--- src/verilog/pchan_event_pkg.sv ---
// Constants for the parameter-channel error handling and event/status block.
// Assumes one 25 MHz system clock; the link layer and host port share it.
//
// Overview of operation
// - Short message with a transfer error is resent automatically; retries stay invisible to host.
// - Short-message done flag stays low until a valid answer arrives.
// - Short retries never stop by themselves; only a host message reset ends them.
// - Unacknowledged long message is resent cyclically with no internal timeout.
// - Invalid answer to a delivered long message sets answer-invalid event; no resend.
// - After long-message acknowledge the master waits for the answer forever.
// - Host message reset abandons pending short and long messages, channel accepts new ones.
// - Message reset leaves position measurement and position data paths untouched.
// - Event registers follow their conditions within 200 us.
// - High event register holds critical errors, low event register warnings and status.
// - Event error and warning bits stay set until the host clears them.
// - Each event bit has its own mask bit; unmasked set events drive the interrupt.
// - Online status word mirroring the events is returned on every host transfer.
// - Online status shows present conditions only, never latched history.
// - Online status is refreshed within 200 us of a condition change; here only on host_xfer_i strobes, with no time bound.
// - Summary bits: 0 fast pos, 1 safe pos, 2 install, 3 monitor, 4 resource, 7 user.
// - A set summary bit means at least one error of that group is present.
// - Aggregate fault bit in high event register is the OR of all summary groups.
// - Position-relevant faults also show on the fast and safe position fault bits.
// - Long-message ready flag is low while a long message is processed, high when done.
package pchan_event_pkg;

	// Register byte offsets
	localparam logic [6:0] CTRL_OFS        = 7'h00;
	localparam logic [6:0] EVENT_H_OFS     = 7'h04;
	localparam logic [6:0] EVENT_L_OFS     = 7'h05;
	localparam logic [6:0] MASK_H_OFS      = 7'h06;
	localparam logic [6:0] MASK_L_OFS      = 7'h07;
	localparam logic [6:0] SUMMARY_OFS     = 7'h18;

	// Control register fields
	localparam int         CTRL_MSG_RST_BIT = 0;

	// High event register fields
	localparam int         EVH_AGGR_BIT    = 7;
	localparam int         EVH_POS_BIT     = 6;
	localparam int         EVH_SPOS_BIT    = 5;
	localparam int         EVH_SPOS2_BIT   = 4;

	// Low event register fields
	localparam int         EVL_ANS_BIT     = 2;
	localparam int         EVL_FREADY_BIT  = 1;
	localparam int         EVL_SDONE_BIT   = 0;
	localparam logic [7:0] EVL_STICKY_MASK = 8'hFC;

	// Summary register fields
	localparam int         SUM_FAST_POS_BIT = 0;
	localparam int         SUM_SAFE_POS_BIT = 1;
	localparam logic [7:0] SUM_VALID_MASK   = 8'h9F;

	// Reset values
	localparam logic [7:0] EVENT_RST       = 8'h00;
	localparam logic [7:0] MASK_RST        = 8'h00;
	localparam logic [7:0] SUMMARY_RST     = 8'h00;

	// Timing
	localparam int         CLK_PERIOD_NS   = 40;
	localparam int         UPDATE_MAX_NS   = 200_000;
	localparam int         UPDATE_MAX_CYC  = UPDATE_MAX_NS / CLK_PERIOD_NS;

	typedef enum logic [1:0] {
		M_IDLE,
		M_WAIT_ACK,
		M_WAIT_ANS
	} msg_state_t;

endpackage
--- src/verilog/pchan_event.sv ---
// Parameter-channel retry engine plus event, mask, online status and summary logic.
// Link-side strobes and condition inputs come from logic on clk_i; host port is a byte register port.
`timescale 1ns/1ps

module pchan_event
	import pchan_event_pkg::*;
#(
	parameter int UPDATE_CYC = UPDATE_MAX_CYC
) (
	input  wire logic       clk_i,
	input  wire logic       rstn_i,
	// Host register port
	input  wire logic [6:0] reg_addr_i,
	input  wire logic       reg_wr_i,
	input  wire logic       reg_rd_i,
	input  wire logic [7:0] reg_wdata_i,
	output logic      [7:0] reg_rdata_o,
	output logic            reg_rvalid_o,
	// Host message requests and transfer strobe
	input  wire logic       short_req_i,
	input  wire logic       long_req_i,
	input  wire logic       host_xfer_i,
	// Link side
	input  wire logic       frame_tick_i,
	output logic            short_tx_o,
	input  wire logic       short_ack_i,
	input  wire logic       short_nak_i,
	input  wire logic       short_ans_ok_i,
	input  wire logic       short_ans_bad_i,
	output logic            long_tx_o,
	input  wire logic       long_ack_i,
	input  wire logic       long_nak_i,
	input  wire logic       long_ans_ok_i,
	input  wire logic       long_ans_bad_i,
	// Encoder conditions
	input  wire logic [7:0] group_fault_i,
	input  wire logic       pos_fault_i,
	input  wire logic       safe_pos_fault_i,
	input  wire logic       safe_pos2_fault_i,
	input  wire logic [3:0] crit_err_i,
	input  wire logic [4:0] warn_i,
	// Status outputs
	output logic            short_msg_done_flag_o,
	output logic            long_msg_ready_flag_o,
	output logic [15:0]     online_status_o,
	output logic            irq_o
);

	msg_state_t s_state_r;
	msg_state_t l_state_r;
	logic [7:0] event_h_r;
	logic [7:0] event_l_r;
	logic [7:0] mask_h_r;
	logic [7:0] mask_l_r;
	logic [7:0] summary_r;
	logic       msg_rst_r;
	logic       ans_bad_evt;
	logic [7:0] event_h_now;
	logic [7:0] event_l_now;
	logic [7:0] clr_h;
	logic [7:0] clr_l;
	logic       wr_event_h;
	logic       wr_event_l;

	assign wr_event_h = reg_wr_i && (reg_addr_i == EVENT_H_OFS);
	assign wr_event_l = reg_wr_i && (reg_addr_i == EVENT_L_OFS);

	// Message reset is a one-cycle pulse from a control write, so it cannot hold the channel idle
	always_ff @(posedge clk_i or negedge rstn_i) begin
		if (!rstn_i) begin
			msg_rst_r <= 1'b0;
		end else begin
			msg_rst_r <= reg_wr_i && (reg_addr_i == CTRL_OFS) && reg_wdata_i[CTRL_MSG_RST_BIT];
		end
	end

	// Short message engine; retries are not counted or reported, only the done flag is visible
	always_ff @(posedge clk_i or negedge rstn_i) begin
		if (!rstn_i) begin
			s_state_r             <= M_IDLE;
			short_tx_o            <= 1'b0;
			short_msg_done_flag_o <= 1'b0;
		end else begin
			short_tx_o <= 1'b0;
			if (msg_rst_r) begin
				s_state_r             <= M_IDLE;
				short_msg_done_flag_o <= 1'b0;
			end else begin
				unique case (s_state_r)
					M_IDLE: begin
						if (short_req_i) begin
							short_tx_o            <= 1'b1;
							short_msg_done_flag_o <= 1'b0;
							s_state_r             <= M_WAIT_ACK;
						end
					end
					M_WAIT_ACK: begin
						if (short_ack_i) begin
							s_state_r <= M_WAIT_ANS;
						end else if (short_nak_i || frame_tick_i) begin
							short_tx_o <= 1'b1;
						end
					end
					M_WAIT_ANS: begin
						if (short_ans_ok_i) begin
							short_msg_done_flag_o <= 1'b1;
							s_state_r             <= M_IDLE;
						end else if (short_ans_bad_i) begin
							short_tx_o <= 1'b1;
							s_state_r  <= M_WAIT_ACK;
						end
					end
				endcase
			end
		end
	end

	// Long message engine; no timeout anywhere, the host owns overrun detection
	always_ff @(posedge clk_i or negedge rstn_i) begin
		if (!rstn_i) begin
			l_state_r             <= M_IDLE;
			long_tx_o             <= 1'b0;
			long_msg_ready_flag_o <= 1'b1;
		end else begin
			long_tx_o <= 1'b0;
			if (msg_rst_r) begin
				l_state_r             <= M_IDLE;
				long_msg_ready_flag_o <= 1'b1;
			end else begin
				unique case (l_state_r)
					M_IDLE: begin
						if (long_req_i) begin
							long_tx_o             <= 1'b1;
							long_msg_ready_flag_o <= 1'b0;
							l_state_r             <= M_WAIT_ACK;
						end
					end
					M_WAIT_ACK: begin
						if (long_ack_i) begin
							l_state_r <= M_WAIT_ANS;
						end else if (long_nak_i || frame_tick_i) begin
							long_tx_o <= 1'b1;
						end
					end
					M_WAIT_ANS: begin
						if (long_ans_ok_i || long_ans_bad_i) begin
							long_msg_ready_flag_o <= 1'b1;
							l_state_r             <= M_IDLE;
						end
					end
				endcase
			end
		end
	end

	assign ans_bad_evt = (l_state_r == M_WAIT_ANS) && long_ans_bad_i && !msg_rst_r;

	// Summary follows the grouped encoder errors; reserved bits stay zero
	always_ff @(posedge clk_i or negedge rstn_i) begin
		if (!rstn_i) begin
			summary_r <= SUMMARY_RST;
		end else begin
			summary_r <= group_fault_i & SUM_VALID_MASK;
		end
	end

	// Present conditions; message reset touches only the answer-invalid, ready and done bits here
	always_comb begin
		event_h_now                = {4'h0, crit_err_i};
		event_h_now[EVH_AGGR_BIT]  = |summary_r;
		event_h_now[EVH_POS_BIT]   = pos_fault_i | summary_r[SUM_FAST_POS_BIT];
		event_h_now[EVH_SPOS_BIT]  = safe_pos_fault_i | summary_r[SUM_SAFE_POS_BIT];
		event_h_now[EVH_SPOS2_BIT] = safe_pos2_fault_i;
		event_l_now                = {warn_i, 3'b000};
		event_l_now[EVL_ANS_BIT]   = ans_bad_evt;
		event_l_now[EVL_FREADY_BIT] = long_msg_ready_flag_o;
		event_l_now[EVL_SDONE_BIT] = short_msg_done_flag_o;
	end

	// Writing a zero to an event bit acknowledges it
	assign clr_h = wr_event_h ? ~reg_wdata_i : 8'h00;
	assign clr_l = wr_event_l ? ~reg_wdata_i : 8'h00;

	// Sticky events (low bits 1 and 0 follow live): set wins over a same-cycle clear
	always_ff @(posedge clk_i or negedge rstn_i) begin
		if (!rstn_i) begin
			event_h_r <= EVENT_RST;
			event_l_r <= EVENT_RST;
		end else begin
			event_h_r <= (event_h_r & ~clr_h) | event_h_now;
			event_l_r <= (((event_l_r & ~clr_l) | event_l_now) & EVL_STICKY_MASK)
				| (event_l_now & ~EVL_STICKY_MASK);
		end
	end

	// Mask bits only gate the interrupt; they never alter event contents
	always_ff @(posedge clk_i or negedge rstn_i) begin
		if (!rstn_i) begin
			mask_h_r <= MASK_RST;
			mask_l_r <= MASK_RST;
		end else if (reg_wr_i) begin
			if (reg_addr_i == MASK_H_OFS) begin
				mask_h_r <= reg_wdata_i;
			end
			if (reg_addr_i == MASK_L_OFS) begin
				mask_l_r <= reg_wdata_i;
			end
		end
	end

	// Registered for a clean pin, so the interrupt trails a latched event by one cycle
	always_ff @(posedge clk_i or negedge rstn_i) begin
		if (!rstn_i) begin
			irq_o <= 1'b0;
		end else begin
			irq_o <= |(event_h_r & mask_h_r) || |(event_l_r & mask_l_r);
		end
	end

	// Online status carries live conditions, captured at the start of every host transfer
	always_ff @(posedge clk_i or negedge rstn_i) begin
		if (!rstn_i) begin
			online_status_o <= 16'h0000;
		end else if (host_xfer_i) begin
			online_status_o <= {event_h_now, event_l_now};
		end
	end

	// Control and unmapped addresses read as zero; reads have no side effects
	always_ff @(posedge clk_i or negedge rstn_i) begin
		if (!rstn_i) begin
			reg_rdata_o  <= 8'h00;
			reg_rvalid_o <= 1'b0;
		end else begin
			reg_rvalid_o <= reg_rd_i;
			if (reg_rd_i) begin
				unique case (reg_addr_i)
					EVENT_H_OFS: reg_rdata_o <= event_h_r;
					EVENT_L_OFS: reg_rdata_o <= event_l_r;
					MASK_H_OFS:  reg_rdata_o <= mask_h_r;
					MASK_L_OFS:  reg_rdata_o <= mask_l_r;
					SUMMARY_OFS: reg_rdata_o <= summary_r;
					default:     reg_rdata_o <= 8'h00;
				endcase
			end
		end
	end

	// Helper: cycles a live high condition bit has been missing from the high event register
	logic [15:0] lag_cnt_r;
	always_ff @(posedge clk_i or negedge rstn_i) begin
		if (!rstn_i) begin
			lag_cnt_r <= 16'h0000;
		end else if ((event_h_now & ~event_h_r) != 8'h00) begin
			lag_cnt_r <= lag_cnt_r + 16'h0001;
		end else begin
			lag_cnt_r <= 16'h0000;
		end
	end
endmodule

--- config.mk ---
export PLATFORM = sky130hd
export DESIGN_NAME = pchan_event
export DESIGN_NICKNAME = d
export VERILOG_FILES = /design/src/verilog/pchan_event_pkg.sv /design/src/verilog/pchan_event.sv
export SDC_FILE = /design/constraint.sdc
export NUM_CORES = 1
export LEC_CHECK = 0
export BUFFER_PORTS_ARGS = -buffer_cell sky130_fd_sc_hd__buf_2
export CORE_ASPECT_RATIO = 0.5
export CORE_MARGIN = 2
export CORE_UTILIZATION = 57
export CTS_CLUSTER_DIAMETER = 80
export DETAILED_ROUTE_END_ITERATION = 12
export GPL_ROUTABILITY_DRIVEN = 0
export GPL_TIMING_DRIVEN = 0
export PLACE_DENSITY = 0.85
export SLEW_MARGIN = 20
export SYNTH_ARGS = -nofsm -noshare
export SYNTH_HDL_FRONTEND = slang
export SYNTH_SLANG_ARGS = --single-unit
--- constraint.sdc ---
create_clock -name clk_i -period 2.6 [get_ports clk_i]
set_clock_uncertainty 0.05 [all_clocks]
set_input_delay 0.13 -clock clk_i [delete_from_list [all_inputs] [get_ports clk_i]]
set_output_delay 0.13 -clock clk_i [all_outputs]
set_load 0.01 [all_outputs]
==> summary.md <==
| Metric | Value |
|---|---|
| CP max stage cell | dfrtp_1 |
| Largest cells by area after synthesis | dfrtp_1 (56%), mux2_2 (11%), ha_1 (3.1%), o21ai_0 (2.9%), a22o_1 (2.4%) |
| Hold Path Class | input port to flip-flop |
| Antenna violations before repair | 0 |
| Crit path capture type | flip-flop |
| Worst r2r dst | l_state_r[1]$_DFFE_PN0P_ |
| Clk_lat worst skew | 0.33 ns |
| RSZ-0062 raised after global routing | no |
| Drt first-iter violations | roughly 200 |
| Placed cell count | 412 |
| Sequential fraction of the synthesis area | a little under three fifths |
| GRT overflow | 0 |
| Final hold viol count | 0 |
| Die H | approximately 57 µm |
| Crit-path max cell delay | roughly 0.44 ns |
| Cts bufs inserted | 9 |
| Max Freq | roughly 560 MHz |
| R2R Path Start | l_state_r[0]$_DFFE_PN0P_ |
| Max-slew violation count | 0 |
| Global Route met2 Usage | between 40% and 50% |
| Max Cap Viol | 0 |
| Setup violators final | 0 |
| DR DRC count | 0 |
| DR WL/cell | 19.5 µm |
| Crit Path Category | flip-flop to flip-flop |
| Critical path origin | l_state_r[0]$_DFFE_PN0P_ |
| Synth Area in Compound Gates | between 10% and 20% |
| Simple-gate area share of the yosys netlist | approximately an eighth |
| Worst-Margin Slew | 0.568 ns |
| Worst Path Required | approximately 2.8 ns |
| Cell chain of the critical path | inv_1, ha_1, nor2b_1, nor3_1, mux2i_1, nor2_1 |
| Die area | 6350 µm² |
| Met3 Use GR | a little over a tenth |
| Drt pass-1 iters | 5 |
| Multiplexer share of the synthesized area | 15.0% |
| Fin cells | 447 |
| CP Launch Type | flip-flop |
| First-pass GRT wire length | ~14,000 µm |
| Outcome | finished, final reports clean |
| Peak supply drop | approximately 610 µV |
| Leak pwr | between 0.0015 and 0.002 µW |
| PnR worst setup slack | 0.808 ns |
| Row count | 19 |
| Warnings, synthesis | 0 |
| PwrDens | a little under 800 nW/µm² |
| Crit Path Max Fanout | 6 |
| Main synth FF type | dfrtp_1 |
| Mapped Cells | roughly 260 |
| Post-synth EDFFs | 0 |
| Routed vias/inst | 5.92 |
| Adder-Cell Fraction of Synth Area | a little over 3% |
| Post-Route WL | 8730 µm |
| Post-Route Setup TNS | 0 ns |
| Netlist cell types | 37 |
| Cell taking the most area after synthesis | dfrtp_1 |
| Via count | 2,647 |
| Final worst path period share | between 60% and 70% |
| Seq cells post-synth | 73 |
| M1 GR Usage | about 36% |
| H-Tree Depth | 3 |
| Clock Tree Root | clkbuf_16 |
| Design Area, Final | between 4000 and 5000 µm² |
| Commonest non-fill, non-tap cell in the layout | buf_2 |
| Post-route ant nets | 0 |
| CTS sink cnt | 73 |
| Synth Area in XOR/XNOR | 0% |
| CTS tree | built |
| Share of cells above drive strength 1 | a little under two fifths |
| Critical path arrival | ~1.9 ns |
| Worst-path clk slew | 0.06 ns |
| Nets | about 430 |
| R2R cell count | 6 |
| Place WS | a little over 0.8 ns |
| Tmin final | 1.79 ns |
| R2R Setup Slk | just over 0.8 ns |
| Post-CTS Resized | 0 |
| Buffers added on ports | slightly below 80 |
| Syn_nets | 320 |
| # IOs | just over 80 |
| Slew headroom | between 60 and 70% |
| Share of the synthesized area in the top cell type | a little under three fifths |
| Initial Util | 59.1% |
| HPWL after DPL | 5580 µm |
| Post-Syn Area | approximately 3200 µm² |
| Synth Area per Inst | 12.4 µm² |
| Clock buffer depth | 2 |
| Largest net degree at the start of global routing | between 40 and 50 |
| GR Util All Layers | between 20 and 30% |
| Vias in the first global route | 2,766 |
| Largest family of logic cells by synthesized area | multiplexers |
| Ant diodes | 0 |
| Asr flop ratio synth | 100% |
| Most frequent cells in the layout | buf_2 (78), dfrtp_1 (72), mux2_2 (32), nor2_1 (21), dlygate4sd3_1 (20) |
| Area growth, synth to finish | 30.4% |
| Core area | roughly 5500 µm² |
| Grt peak-use layer | met2 |
| Placed inst area | between 3000 and 4000 µm² |
| Critical Path Sink | l_state_r[1]$_DFFE_PN0P_ |
| Die W | around 110 µm |
## registers in the layout, indices dropped and copies added, names as in the netlist
| signal | count |
|---|---|
| short_msg_done_flag_o | 1 |
| msg_rst_r | 1 |
| long_msg_ready_flag_o | 1 |
| reg_rdata_o | 8 |
| mask_h_r | 8 |
| online_status_o | 16 |
| reg_rvalid_o | 1 |
| mask_l_r | 8 |
| short_tx_o | 1 |
| l_state_r | 2 |
| summary_r | 6 |
| event_h_r | 8 |
| s_state_r | 2 |
| long_tx_o | 1 |
| event_l_r | 8 |
| irq_o | 1 |
## worst max-delay path: cells and delay by family, from the launching register on
| family | cells | cell delay (ns) |
|---|---|---|
| simple gates | 3 | 0.59 |
| flops | 1 | 0.44 |
| mux | 1 | 0.27 |
| fa+ha+maj | 1 | 0.22 |
| buf+inv | 1 | 0.09 |
## metal layers
metal	routed length (µm)	share of wire [%]	up-vias
li1	-	-	1176
met1	3420	39	1283
met2	4280	49	163
met3	771	8.8	25
met4	263	3.0	0
met5	0	0	-
## Yosys cell counts (2+ instances only)
| cell | instances |
|---|---|
| a221oi_1 | 4 |
| mux4_2 | 3 |
| mux2_2 | 32 |
| buf_2 | 2 |
| clkbuf_1 | 5 |
| dfrtp_1 | 72 |
| nand3_1 | 3 |
| mux2_4 | 2 |
| nor2_1 | 21 |
| a32oi_1 | 5 |
| o21ai_0 | 19 |
| nand2_1 | 11 |
| nand2b_1 | 10 |
| a21oi_1 | 6 |
| inv_1 | 6 |
| nand4_1 | 4 |
| nor3b_1 | 2 |
| a31oi_1 | 5 |
| ha_1 | 8 |
| nor3_1 | 9 |
| nor2b_1 | 5 |
| mux2i_1 | 3 |
| a22o_1 | 9 |
| nor4_4 | 2 |
## through the flow
step           util (%)  total power (µW)  hold slack, ns
2_1_floorplan         -              1820          -0.216
3_3_place_gp       67.7              2040           0.188
3_5_place_dp       68.1              2100          0.0586
4_1_cts            77.0              3320         0.00400
5_1_grt            77.0              3480          0.0274
6_report           77.0              3320          0.0173
## power breakdown
| part | total (µW) | internal, µW | switching, µW | leakage, µW |
|---|---|---|---|---|
| Clock | 1190 | 731 | 463 | 0.000137 |
| Combinational | 701 | 339 | 362 | 0.000916 |
| Sequential | 1430 | 1300 | 126 | 0.000853 |
| Total | 3320 | 2370 | 952 | 0.00191 |
## layout make-up
type                       instances  area [µm²]
buffer                             9        47.5
inverter                           6        22.5
timing repair buffer              98         608
tap                               73        91.3
clock buffer                       9         225
clock inverter                     6        60.1
fill                             334        1260
sequential                        73        1830
multi-input combinational        173        1350
## how the worst min path moves through the flow
stage / to / cells after the start / startpoint / slack, ns
floorplan: event_h_r[0]$_DFF_PN0_ / 0 / rstn_i / -0.22
global placement: summary_r[0]$_DFF_PN0_ / 1 / group_fault_i[0] / 0.19
detailed placement: online_status_o[2]$_DFFE_PN0P_ / 1 / rstn_i / 0.06
CTS: event_h_r[0]$_DFF_PN0_ / 2 / crit_err_i[0] / 0.004
global route: mask_h_r[1]$_DFFE_PN0P_ / 2 / reg_wdata_i[1] / 0.03
finish: mask_h_r[1]$_DFFE_PN0P_ / 2 / reg_wdata_i[1] / 0.02
## what timing repair did
action | in CTS | in global routing
hold endpoints to repair | 55 | 0
hold buffers | 20 | 0
setup buffers | 0 | 0
## kinds of logic (layout without fill, tap and decap cells)
kind of cell / Yosys count / in the layout
flops: 73 / 73
simple gates: 73 / 73
compound gates: 52 / 52
mux: 40 / 40
buf+inv: 15 / 128
fa+ha+maj: 8 / 8
Power figures use the tool's default switching activity.
